### src/rtl/apcc_pkg.sv
// Package for the analog PLL configuration and phase-step control block
package apcc_pkg;

   // ------------------------------------------------------------------
   // Register offsets (byte addresses, one word each)
   // ------------------------------------------------------------------
   localparam logic [7:0] ADR_INPUT_CONTROL   = 8'h00;
   localparam logic [7:0] ADR_MASTER_TWO      = 8'h04;
   localparam logic [7:0] ADR_CLOCK_CONTROL   = 8'h08;
   localparam logic [7:0] ADR_ENABLE          = 8'h0C;
   localparam logic [7:0] ADR_FB_INTEGER_LO   = 8'h10;
   localparam logic [7:0] ADR_FB_INTEGER_HI   = 8'h14;
   localparam logic [7:0] ADR_FB_REMAINDER    = 8'h18;
   localparam logic [7:0] ADR_FB_DENOMINATOR  = 8'h1C;
   localparam logic [7:0] ADR_FB_BINARY_POINT = 8'h20;
   localparam logic [7:0] ADR_POSTDIVIDER     = 8'h24;
   localparam logic [7:0] ADR_PHASE_STEP      = 8'h28;
   localparam logic [7:0] ADR_STATUS          = 8'h2C;

   // ------------------------------------------------------------------
   // Field positions
   // ------------------------------------------------------------------
   localparam int POS_SEL         = 0;   // pll_input_select [2:0]
   localparam int POS_ALT         = 4;   // pll_alternate_input_select [6:4]
   localparam int POS_PINSW       = 7;   // pin_driven_switch_enable
   localparam int POS_SWPIN       = 0;   // switch_pin_select [1:0]
   localparam int POS_INV         = 0;   // input_invert [2:0], one per input
   localparam int POS_PRESC       = 4;   // input_prescaler [9:4], 2 bits per input
   localparam int POS_DEC_SRC     = 0;   // decrement_source_select [2:0]
   localparam int POS_INC_SRC     = 4;   // increment_source_select [6:4]
   localparam int POS_DOWN_BIT    = 8;
   localparam int POS_UP_BIT      = 9;
   localparam int POS_DIV_TWO     = 8;   // vco_divider_two [15:8]

   // ------------------------------------------------------------------
   // Reset values and widths
   // ------------------------------------------------------------------
   localparam int         FB_INT_W       = 42;  // 9 integer + up to 33 fraction
   localparam logic [7:0] RST_VCO_DIV    = 8'h06;
   localparam logic [5:0] RST_BIN_POINT  = 6'h09;
   localparam logic [5:0] BIN_POINT_MAX  = 6'h21;
   localparam logic [2:0] SRC_REG_BIT    = 3'h0;  // 1..4 pick pins 0..3
   localparam int         NUM_INPUTS     = 3;
   localparam int         NUM_PINS       = 4;

   // ------------------------------------------------------------------
   // Input-path selection codes
   // ------------------------------------------------------------------
   localparam logic [2:0] SEL_OSC        = 3'h3;  // oscillator_input, undivided
   localparam logic [1:0] MUX_CASCADE    = 2'h3;  // 11x

   typedef enum logic [1:0] {
      APCC_PATH_DIRECT  = 2'h1,
      APCC_PATH_CASCADE = 2'h2
   } apcc_path_t;

   typedef enum logic [2:0] {
      APCC_ST_OFF     = 3'h1,
      APCC_ST_ACQUIRE = 3'h2,
      APCC_ST_RUN     = 3'h4
   } apcc_state_t;

   // Wishbone request carrier
   typedef struct packed {
      logic        cyc;
      logic        stb;
      logic        we;
      logic [7:0]  adr;
      logic [3:0]  sel;
      logic [31:0] dat;
   } apcc_wb_req_t;

   // Feedback ratio handed to the analog loop
   typedef struct packed {
      logic [FB_INT_W-1:0] integer_part;
      logic [31:0]         remainder;
      logic [31:0]         denominator;
      logic [5:0]          fraction_bits;  // 33 - binary point
      logic [3:0]          integer_bits;   // 9 direct, 7 cascaded
   } apcc_ratio_t;

endpackage

### src/rtl/apcc_top.sv
// Digital control around the fractional-N analog PLL of one channel
`timescale 1ns/100ps

module apcc_top (
   input  wire logic                       clk_i,
   input  wire logic                       rst_i,
   input  wire apcc_pkg::apcc_wb_req_t     wb_req_i,
   output logic [31:0]                     wb_dat_o,
   output logic                            wb_ack_o,
   output logic                            wb_err_o,
   input  wire logic [apcc_pkg::NUM_PINS-1:0] gpio_i,
   input  wire logic [apcc_pkg::NUM_INPUTS-1:0] channel_clk_i,
   input  wire logic                       osc_clk_i,
   input  wire logic                       dpll_clk_i,
   input  wire logic                       loop_locked_i,
   input  wire logic                       loop_locked_second_i,
   output logic                            ref_clk_o,
   output apcc_pkg::apcc_path_t            ref_path_o,
   output logic [2:0]                      ref_source_o,
   output logic                            analog_loop_enable_o,
   output logic                            loop_restart_o,
   output apcc_pkg::apcc_ratio_t           ratio_o,
   output logic [7:0]                      vco_divider_one_o,
   output logic [7:0]                      vco_divider_two_o,
   output logic                            phase_up_o,
   output logic                            phase_down_o
);
   import apcc_pkg::*;

   // ------------------------------------------------------------------
   // State
   // ------------------------------------------------------------------
   typedef struct packed {
      logic [7:0]          input_ctl;
      logic [1:0]          swpin;
      logic [9:0]          clk_ctl;
      logic                enable;
      logic [FB_INT_W-1:0] fb_int;
      logic [31:0]         fb_rem;
      logic [31:0]         fb_den;
      logic [5:0]          fb_bp;
      logic [15:0]         postdiv;
      logic [9:0]          step_ctl;
      apcc_state_t         state;
      logic                restart;
      logic [NUM_INPUTS-1:0][2:0] presc_cnt;
      logic [NUM_INPUTS-1:0]      presc_clk;
      logic [NUM_INPUTS-1:0]      ch_last;
      logic                ref_clk;
      logic [2:0]          ref_src;
      apcc_path_t          path;
      logic [1:0]          up_sync;
      logic [1:0]          dn_sync;
      logic                up_last;
      logic                dn_last;
      logic                up_pulse;
      logic                dn_pulse;
      logic                ack;
      logic                err;
      logic [31:0]         rdata;
   } apcc_state_s_t;

   apcc_state_s_t cur_ff;
   apcc_state_s_t nxt_ff;

   logic [2:0] active_sel;
   logic       switch_pin;
   logic       up_src;
   logic       dn_src;
   logic       wr_hit;
   logic       rd_hit;
   logic [31:0] wmask;
   logic [NUM_INPUTS-1:0] ch_in;

   function automatic logic pick_source(input logic [2:0] code, input logic regbit,
                                        input logic [NUM_PINS-1:0] pins);
      logic r;
      r = regbit;
      if (code != SRC_REG_BIT && code <= 3'(NUM_PINS)) begin
         r = pins[code[1:0] - 2'h1];
      end
      return r;
   endfunction

   // ------------------------------------------------------------------
   // Source selection
   // ------------------------------------------------------------------
   always_comb begin
      switch_pin = gpio_i[cur_ff.swpin];
      if (cur_ff.input_ctl[POS_PINSW] && switch_pin) begin
         active_sel = cur_ff.input_ctl[POS_ALT +: 3];
      end else begin
         active_sel = cur_ff.input_ctl[POS_SEL +: 3];
      end
      up_src = pick_source(cur_ff.step_ctl[POS_INC_SRC +: 3], cur_ff.step_ctl[POS_UP_BIT], gpio_i);
      dn_src = pick_source(cur_ff.step_ctl[POS_DEC_SRC +: 3], cur_ff.step_ctl[POS_DOWN_BIT], gpio_i);
      ch_in  = channel_clk_i ^ cur_ff.clk_ctl[POS_INV +: NUM_INPUTS];
      wmask  = {{8{wb_req_i.sel[3]}}, {8{wb_req_i.sel[2]}}, {8{wb_req_i.sel[1]}}, {8{wb_req_i.sel[0]}}};
      wr_hit = wb_req_i.cyc && wb_req_i.stb && wb_req_i.we && !cur_ff.ack && !cur_ff.err;
      rd_hit = wb_req_i.cyc && wb_req_i.stb && !wb_req_i.we && !cur_ff.ack && !cur_ff.err;
   end

   // ------------------------------------------------------------------
   // Next state
   // ------------------------------------------------------------------
   always_comb begin
      logic [31:0] wd;
      logic        known;
      nxt_ff = cur_ff;
      wd     = wb_req_i.dat & wmask;
      known  = 1'b1;
      nxt_ff.ack   = 1'b0;
      nxt_ff.err   = 1'b0;
      nxt_ff.rdata = 32'h0000_0000;

      // Register writes and reads
      if (wr_hit || rd_hit) begin
         if (wb_req_i.adr == ADR_INPUT_CONTROL) begin
            if (wr_hit) nxt_ff.input_ctl = wd[7:0] | (cur_ff.input_ctl & ~wmask[7:0]);
            nxt_ff.rdata = {24'h00_0000, cur_ff.input_ctl};
         end else if (wb_req_i.adr == ADR_MASTER_TWO) begin
            if (wr_hit && wb_req_i.sel[0]) nxt_ff.swpin = wd[POS_SWPIN +: 2];
            nxt_ff.rdata = {30'h0000_0000, cur_ff.swpin};
         end else if (wb_req_i.adr == ADR_CLOCK_CONTROL) begin
            if (wr_hit) nxt_ff.clk_ctl = wd[9:0] | (cur_ff.clk_ctl & ~wmask[9:0]);
            nxt_ff.rdata = {22'h00_0000, cur_ff.clk_ctl};
         end else if (wb_req_i.adr == ADR_ENABLE) begin
            if (wr_hit && wb_req_i.sel[0]) nxt_ff.enable = wd[0];
            nxt_ff.rdata = {31'h0000_0000, cur_ff.enable};
         end else if (wb_req_i.adr == ADR_FB_INTEGER_LO) begin
            if (wr_hit) nxt_ff.fb_int[31:0] = wd | (cur_ff.fb_int[31:0] & ~wmask);
            nxt_ff.rdata = cur_ff.fb_int[31:0];
         end else if (wb_req_i.adr == ADR_FB_INTEGER_HI) begin
            if (wr_hit) nxt_ff.fb_int[FB_INT_W-1:32] = wd[9:0] | (cur_ff.fb_int[FB_INT_W-1:32] & ~wmask[9:0]);
            nxt_ff.rdata = {22'h00_0000, cur_ff.fb_int[FB_INT_W-1:32]};
         end else if (wb_req_i.adr == ADR_FB_REMAINDER) begin
            if (wr_hit) nxt_ff.fb_rem = wd | (cur_ff.fb_rem & ~wmask);
            nxt_ff.rdata = cur_ff.fb_rem;
         end else if (wb_req_i.adr == ADR_FB_DENOMINATOR) begin
            if (wr_hit) nxt_ff.fb_den = wd | (cur_ff.fb_den & ~wmask);
            nxt_ff.rdata = cur_ff.fb_den;
         end else if (wb_req_i.adr == ADR_FB_BINARY_POINT) begin
            // Larger points would give a negative fraction count; clamp
            if (wr_hit && wb_req_i.sel[0]) begin
               nxt_ff.fb_bp = (wd[5:0] > BIN_POINT_MAX) ? BIN_POINT_MAX : wd[5:0];
            end
            nxt_ff.rdata = {26'h000_0000, cur_ff.fb_bp};
         end else if (wb_req_i.adr == ADR_POSTDIVIDER) begin
            if (wr_hit) nxt_ff.postdiv = wd[15:0] | (cur_ff.postdiv & ~wmask[15:0]);
            nxt_ff.rdata = {16'h0000, cur_ff.postdiv};
         end else if (wb_req_i.adr == ADR_PHASE_STEP) begin
            if (wr_hit) nxt_ff.step_ctl = wd[9:0] | (cur_ff.step_ctl & ~wmask[9:0]);
            nxt_ff.rdata = {22'h00_0000, cur_ff.step_ctl};
         end else if (wb_req_i.adr == ADR_STATUS) begin
            nxt_ff.rdata = {30'h0000_0000, loop_locked_second_i, loop_locked_i};
         end else begin
            known = 1'b0;
         end
         nxt_ff.ack = known;
         nxt_ff.err = !known;
         if (!known) nxt_ff.rdata = 32'h0000_0000;
      end

      // Enable sequencing
      nxt_ff.restart = 1'b0;
      case (cur_ff.state)
         APCC_ST_OFF: begin
            if (nxt_ff.enable) begin
               nxt_ff.state   = APCC_ST_ACQUIRE;
               nxt_ff.restart = 1'b1;
            end
         end
         APCC_ST_ACQUIRE: begin
            nxt_ff.state = nxt_ff.enable ? APCC_ST_RUN : APCC_ST_OFF;
         end
         APCC_ST_RUN: begin
            if (!nxt_ff.enable) nxt_ff.state = APCC_ST_OFF;
         end
         default: nxt_ff.state = APCC_ST_OFF;
      endcase

      // Input prescalers: toggle every 2^(n-1) input edges
      for (int i = 0; i < NUM_INPUTS; i++) begin
         logic [1:0] ps;
         ps = cur_ff.clk_ctl[POS_PRESC + 2*i +: 2];
         nxt_ff.ch_last[i] = ch_in[i];
         if (ps == 2'h0) begin
            nxt_ff.presc_clk[i] = ch_in[i];
            nxt_ff.presc_cnt[i] = 3'h0;
         end else if (ch_in[i] && !cur_ff.ch_last[i]) begin
            // Four bits so that divide-by-8 does not wrap the half count to zero
            if ({1'b0, cur_ff.presc_cnt[i]} >= (4'h1 << ps) / 4'h2 - 4'h1) begin
               nxt_ff.presc_cnt[i] = 3'h0;
               nxt_ff.presc_clk[i] = !cur_ff.presc_clk[i];
            end else begin
               nxt_ff.presc_cnt[i] = cur_ff.presc_cnt[i] + 3'h1;
            end
         end
      end

      // Reference mux
      nxt_ff.ref_src = active_sel;
      if (active_sel[2:1] == MUX_CASCADE) begin
         nxt_ff.path    = APCC_PATH_CASCADE;
         nxt_ff.ref_clk = dpll_clk_i;
      end else begin
         nxt_ff.path = APCC_PATH_DIRECT;
         if (active_sel[2]) begin
            nxt_ff.ref_clk = 1'b0;   // 10x is not a defined source
         end else if (active_sel == SEL_OSC) begin
            nxt_ff.ref_clk = osc_clk_i;
         end else begin
            nxt_ff.ref_clk = cur_ff.presc_clk[active_sel[1:0]];
         end
      end

      // Phase-step edge detection; first stage feeds only the second
      nxt_ff.up_sync  = {cur_ff.up_sync[0], up_src};
      nxt_ff.dn_sync  = {cur_ff.dn_sync[0], dn_src};
      nxt_ff.up_last  = cur_ff.up_sync[1];
      nxt_ff.dn_last  = cur_ff.dn_sync[1];
      nxt_ff.up_pulse = cur_ff.up_sync[1] ^ cur_ff.up_last;
      nxt_ff.dn_pulse = cur_ff.dn_sync[1] ^ cur_ff.dn_last;
   end

   // ------------------------------------------------------------------
   // Registers
   // ------------------------------------------------------------------
   always_ff @(posedge clk_i) begin
      if (rst_i) begin
         cur_ff         <= '0;
         cur_ff.state   <= APCC_ST_OFF;
         cur_ff.path    <= APCC_PATH_DIRECT;
         cur_ff.fb_bp   <= RST_BIN_POINT;
         cur_ff.postdiv <= {RST_VCO_DIV, RST_VCO_DIV};
      end else begin
         cur_ff <= nxt_ff;
      end
   end

   // ------------------------------------------------------------------
   // Outputs
   // ------------------------------------------------------------------
   always_comb begin
      wb_ack_o             = cur_ff.ack;
      wb_err_o             = cur_ff.err;
      wb_dat_o             = cur_ff.rdata;
      ref_clk_o            = cur_ff.ref_clk;
      ref_path_o           = cur_ff.path;
      ref_source_o         = cur_ff.ref_src;
      analog_loop_enable_o = (cur_ff.state != APCC_ST_OFF);
      loop_restart_o       = cur_ff.restart;
      ratio_o.integer_part  = cur_ff.fb_int;
      ratio_o.remainder     = cur_ff.fb_rem;
      ratio_o.denominator   = cur_ff.fb_den;
      ratio_o.fraction_bits = BIN_POINT_MAX - cur_ff.fb_bp;
      ratio_o.integer_bits  = (cur_ff.path == APCC_PATH_CASCADE) ? 4'h7 : 4'h9;
      vco_divider_one_o    = cur_ff.postdiv[7:0];
      vco_divider_two_o    = cur_ff.postdiv[POS_DIV_TWO +: 8];
      // One pulse drives both post-dividers; one pulse is one eighth VCO cycle
      phase_up_o           = cur_ff.up_pulse;
      phase_down_o         = cur_ff.dn_pulse;
   end

endmodule

### config.mk
export PLATFORM = sky130hd
export DESIGN_NAME = apcc_top
export DESIGN_NICKNAME = d
export VERILOG_FILES = /design/src/rtl/apcc_pkg.sv /design/src/rtl/apcc_top.sv
export SDC_FILE = /design/constraint.sdc
export NUM_CORES = 1
export LEC_CHECK = 0
export ABC_AREA = 1
export BUFFER_PORTS_ARGS = -buffer_cell sky130_fd_sc_hd__buf_2
export CORE_MARGIN = 1
export CORE_UTILIZATION = 57
export CTS_CLUSTER_DIAMETER = 150
export CTS_CLUSTER_SIZE = 10
export DETAILED_ROUTE_END_ITERATION = 10
export PLACE_DENSITY = 0.81
export SYNTH_ARGS = -nofsm -noshare
export SYNTH_HDL_FRONTEND = slang
export SYNTH_SLANG_ARGS = --single-unit
### constraint.sdc
create_clock -name clk_i -period 3.97 [get_ports clk_i]
set_input_delay 0.5955 -clock clk_i [delete_from_list [all_inputs] [get_ports clk_i]]
set_output_delay 0.5955 -clock clk_i [all_outputs]
set_load 0.005 [all_outputs]
Yosys cells after proc, flatten, opt, wreduce, memory -nomap -nowiden --
Index checks and enable logic that the tools add are counted. Widths: inputs -> output; s select.
Cells by class: add/sub/neg operators 9, bitwise gates (word level) 37, $lt $le $gt $ge 10, multiplexer cells 86, reduce and logical (&&, ||, !) cells 59, shift operators 3, equality and inequality tests 20
Operators with widths (number):
- $mux 139 | 4
- $mux 32 | 11
- $mux 96 | 2
- $mux 138 | 1
- $and 32x32->32 | 4
- $or 32x32->32 | 3
- $mux 10 | 9
- $mux 16 | 4
- $mux 64 | 1
- $mux 1 | 33
- $eq 8x5->1 const B | 4
- $eq 8x6->1 const B | 4
- $not 32->32 | 1
- $and 10x10->10 | 3
- $or 10x10->10 | 3
- $mux 26 | 1
- $mux 3 | 6
- $mux 6 | 3
- $and 16x16->16 | 1
- $eq 8x4->1 const B | 2
- $mux 8 | 2
- $not 16->16 | 1
- $or 16x16->16 | 1
- $logic_and 1x1->1 | 14
- other kinds (48) | 106
Storage, ports and cells: output and inout bits 176, bits in registers 226

Logic depth before layout (Yosys ltp) --
word-level depth 19, mapped depth 16, gate-level depth less buffers 15

Worst setup path after synthesis --
No wires, ideal clock.
path kind input-to-reg, from input wb_req_i[43] in the netlist's numbering, to register cur_ff, in the netlist wb_dat_o[5], setup slack 2.134 ns, path buffers 1, arrival 1.724 ns, data required time 3.858 ns, stages on the path 15, cell sequence nor2_2 nand2_1 nor2_4 buf_4 nand2_1 nand2_1 inv_1 nand2_1 nand2_1 nand2_1 nand2_1 nand2_1 nand2_1 nand2_1 nand2_1
On the way: word-level cells in the longest chain between the ends 16, elaborated cells on any way between the ends 38
RTL lines:
- start, declared | line apcc_top.sv:7 | input wire apcc_pkg::apcc_wb_req_t wb_req_i,
- $eq 8x6->1 | line apcc_top.sv:154 | end else if (wb_req_i.adr == ADR_STATUS) begin
- $mux 1 | line apcc_top.sv:154
- $mux 1 | line apcc_top.sv:151 | end else if (wb_req_i.adr == ADR_PHASE_STEP) begin
- $mux 1 | line apcc_top.sv:148 | end else if (wb_req_i.adr == ADR_POSTDIVIDER) begin
- $mux 1 | line apcc_top.sv:142 | end else if (wb_req_i.adr == ADR_FB_BINARY_POINT) begin
- $mux 1 | line apcc_top.sv:139 | end else if (wb_req_i.adr == ADR_FB_DENOMINATOR) begin
- $mux 1 | line apcc_top.sv:136 | end else if (wb_req_i.adr == ADR_FB_REMAINDER) begin
- $mux 1 | line apcc_top.sv:133 | end else if (wb_req_i.adr == ADR_FB_INTEGER_HI) begin
- $mux 1 | line apcc_top.sv:130 | end else if (wb_req_i.adr == ADR_FB_INTEGER_LO) begin
- $mux 1 | line apcc_top.sv:127 | end else if (wb_req_i.adr == ADR_ENABLE) begin
- $mux 1 | line apcc_top.sv:124 | end else if (wb_req_i.adr == ADR_CLOCK_CONTROL) begin
- $mux 1 | line apcc_top.sv:121 | end else if (wb_req_i.adr == ADR_MASTER_TWO) begin
- $mux 1 | line apcc_top.sv:118 | if (wb_req_i.adr == ADR_INPUT_CONTROL) begin
- $mux 1 | line apcc_top.sv:117 | if (wr_hit || rd_hit) begin
- $not 1->1 (no line)
- $reduce_or 3->1 (no line)
- end signal, assigned | line apcc_top.sv:237 | cur_ff <= nxt_ff;
- end, declared | line apcc_top.sv:63 | apcc_state_s_t cur_ff;
Parallel ways exist; a longest one is shown, timed or not. The select of a mux whose other input is x is not followed. A chain may end at the register's enable or synchronous reset.

Worst setup path in the final report --
from input wb_req_i[37] in the netlist's numbering, to register cur_ff, in the netlist wb_dat_o[7]
The elaborated chain is that of the path after synthesis.

==> flow_metrics.tcl <==
set metrics [dict create \
    status "finished clean" \
    cts_tree "yes" \
    finalSetupTns_ns 0 \
    first_pass_iters 5 \
    clk_pin_slew_ns 0.05 \
    die_area_sq_um 20230 \
    antenna_found_initial 0 \
    grt_pass1_wl_um 46330 \
    fin_nets 1624 \
    crit_slowest_cell "inv_1" \
    die_y_um 142.2 \
    critPathKind "in -> reg" \
    fin_util_pct 62.76 \
    synth_edf_count 0 \
    top_usage_layer "met2" \
    syn_area_per_cell_sq_um 7.565 \
    area_delta_synth_final_pct 6.473 \
    gp_congestion 0.9316 \
    ant_nets 0 \
    routedWlPerCell_um 16.84 \
    drv_slew 0 \
    io-pin-count 236 \
    ff2ff_path_depth 9 \
    core_area_sq_um 19020 \
    fmax_mhz 451.1 \
    syn-num-nets 1569 \
    cts_setup_buffers 0 \
    cts_sinks 226 \
    portBuffers 234 \
    rsz0062_at_grt "false" \
    dp_hpwl_um 22090 \
    crit_fanout 14 \
    worst_pin_slew_ns 1.139 \
    placed_cells 1769 \
    fill_cells 1720 \
    n_antenna_cell 0 \
    crit_required_ns 4.37 \
    post-route-period-util_pct 55.83 \
    p_leak_nw 5.300 \
    cp_top_family "simple AND/OR/NAND/NOR gates" \
    grt_max_degree 73 \
    cp-endpoint "wb_dat_o[7]$_SDFF_PP0_" \
    clkLatencyLatePin_ns 0.52 \
    first_global_vias 8962 \
    path_cells "buf_2 -> nor2_2 -> nand2_1 -> inv_1 -> nand2_1 -> inv_1 -> nand2_1 -> nand2_1 -> nand2_1 -> nand2_1 -> nand2_1" \
    crit_buf_inv 3 \
    holdWs_ns 0.2773 \
    synth_cell_types 41 \
    cts_made_buffers 26 \
    hold_class "in -> reg" \
    setup_violations 0 \
    syn_area_sq_um 11210 \
    powerDensity_nw_per_um2 382.9 \
    peakVddDrop_uv 338.4 \
    slew_headroom_pct 24.09 \
    crit_path_start "wb_req_i[37]" \
    die_w_um 142.2 \
    drtIter0Drc 834 \
    syn_inst 1482 \
    async_flop_share_pct 0 \
    row_count 50 \
    post-route-min-period_ns 2.217 \
    cp.arrival_ns 2.62 \
    finalHoldViolCount 0 \
    grt_usage_pct 29.19 \
    ys.flop_type "dfxtp_1" \
    max_cap_viol_count 0 \
    layout.cells.non_filler 1797 \
    vias_per_cell 5.409 \
    overflow 0 \
    dpl_worst_slack_ns 1.309 \
    fin_worst_skew_ns 0.008272 \
    cts-htree-levels 1 \
    clk_path_buf_depth 3 \
    cp_common_cell "nand2_1" \
    fin_area_sq_um 11940 \
    ys_ff_latch 226 \
    layout-drive-gt1-share_pct 21.28 \
    num_vias 9720 \
    cp-start-kind "primary input" \
    finalWirelength_um 30270 \
    max_stage_delay_ns 0.60 \
    grt_use_met2_pct 46.62 \
    finalWorstSetupSlack_ns 1.753 \
    start_util_pct 58.95 \
    cts_hold_buf 0 \
    ys_warn_count 0 \
    drc 0 \
    root_buffer "clkbuf_16" \
    grtUsageMet1_pct 39.28 \
    r2r_setup_slack_ns 1.91 \
    grt.met3_usage_pct 4.980 \
    cp.depth 11 \
    placed_area_sq_um 11230 \
    ys_seq_area_share_pct 40.36 \
    post_cts_resize_count 0 \
    reg2reg_from "wb_err_o$_SDFF_PP0_" \
    power_mw 4.570 \
    crit_path_end_kind "flop" \
]
-- area by class of cell --
type / instances / area, sq um / share of cell area [%]
sequential: 226 / 4524 / 37.90
multi-input combinational: 853 / 4448 / 37.26
timing repair buffer: 240 / 1219 / 10.21
inverter: 190 / 714.4 / 5.985
clock buffer: 27 / 675.6 / 5.660
tap: 260 / 325.3 / 2.725
clock inverter: 1 / 30.03 / 0.2516
-- logic make-up (layout without fill, tap and decap cells) --
group                    count (synthesis)  count (layout)  synth area share [%]
other                                    1               1               0.03345
buffers and inverters                  403             458                 19.97
AND/OR/NAND/NOR                        500             500                 19.45
AO/OA/AOI/OAI                          312             312                 16.13
adder cells (fa/ha/maj)                 27              27                 3.013
multiplexers                             3               3                0.2679
XOR/XNOR                                10              10                0.7813
flip-flops                             226             226                 40.36
-- worst min-delay path, delay by kind of cell --
kind,cells,cell delay [ns]
buffers and inverters,1,0.08
and+or+nand+nor,2,0.09
-- how the worst min path moves through the flow --
stage,endpoint,slack (ns),cells past startpoint,from
floorplan,cur_ff[39]$_SDFF_PP0_,0.39,2,cur_ff[38]$_SDFF_PP0_
global placement,cur_ff[39]$_SDFF_PP0_,0.39,2,cur_ff[38]$_SDFF_PP0_
detailed placement,cur_ff[39]$_SDFF_PP0_,0.41,2,cur_ff[38]$_SDFF_PP0_
CTS,ref_clk_o$_SDFF_PP0_,0.27,3,dpll_clk_i
global route,ref_clk_o$_SDFF_PP0_,0.29,3,dpll_clk_i
finish,ref_clk_o$_SDFF_PP0_,0.28,3,dpll_clk_i
-- placed cells by master, fill, tap and decap left out, types with 2 or more instances in the layout --
master,n
nor2_1,127
buf_2,233
o21ai_0,91
a211oi_1,34
nand3_2,4
dfxtp_1,226
o22ai_1,5
nor3_1,23
nand2_1,259
a211oi_2,2
nand3_1,41
a41oi_1,7
xor2_1,2
inv_2,11
mux2i_1,3
ha_1,27
a221oi_1,16
clkbuf_16,27
o211ai_1,10
xnor2_1,8
nor2_4,11
inv_1,177
nand2_2,10
nand4_1,5
nor2_2,13
nand3_4,2
or2_2,3
buf_4,7
o21ai_1,10
a21boi_0,4
a2bb2oi_1,3
a21oi_1,127
-- power by group --
group	switching [mW]	internal, mW	total, mW	leakage [nW]
logic	0.134	0.0489	0.183	3.13
clock network	0.861	1.25	2.11	0.347
registers	0.00235	2.27	2.28	1.82
-- routing by layer --
layer | vias up | share of wire (%)
met2 | 489 | 45
li1 | 4721 | -
met4 | 0 | 3.3
met5 | - | 0
met3 | 68 | 9.6
met1 | 4442 | 42
-- synth_stat cells, types with 2 or more instances --
cell | count | area (sq um)
a21oi_1 | 127 | 635.6
xnor2_1 | 8 | 70.07
nand2_2 | 10 | 62.56
nand2_1 | 259 | 972.2
a221oi_1 | 16 | 140.1
or2_2 | 3 | 18.77
a41oi_1 | 7 | 61.31
nor2_2 | 13 | 81.33
a211oi_2 | 2 | 25.02
nor2_1 | 127 | 476.7
o21ai_0 | 91 | 455.4
nor2_4 | 11 | 123.9
a2bb2oi_1 | 3 | 26.28
buf_6 | 9 | 101.4
a21boi_0 | 4 | 30.03
buf_2 | 12 | 60.06
mux2i_1 | 3 | 30.03
dfxtp_1 | 226 | 4524
o21ai_1 | 10 | 50.05
nand3_2 | 4 | 40.04
o211ai_1 | 10 | 75.07
clkbuf_1 | 21 | 78.83
nand3_4 | 2 | 35.03
ha_1 | 27 | 337.8
o22ai_1 | 5 | 31.28
nand3_1 | 41 | 205.2
nor3_1 | 23 | 115.1
a211oi_1 | 34 | 255.2
buf_4 | 171 | 1284
nand4_1 | 5 | 31.28
inv_1 | 178 | 668.1
inv_2 | 10 | 37.54
xor2_1 | 2 | 17.52
Power figures use the tool's default switching activity.
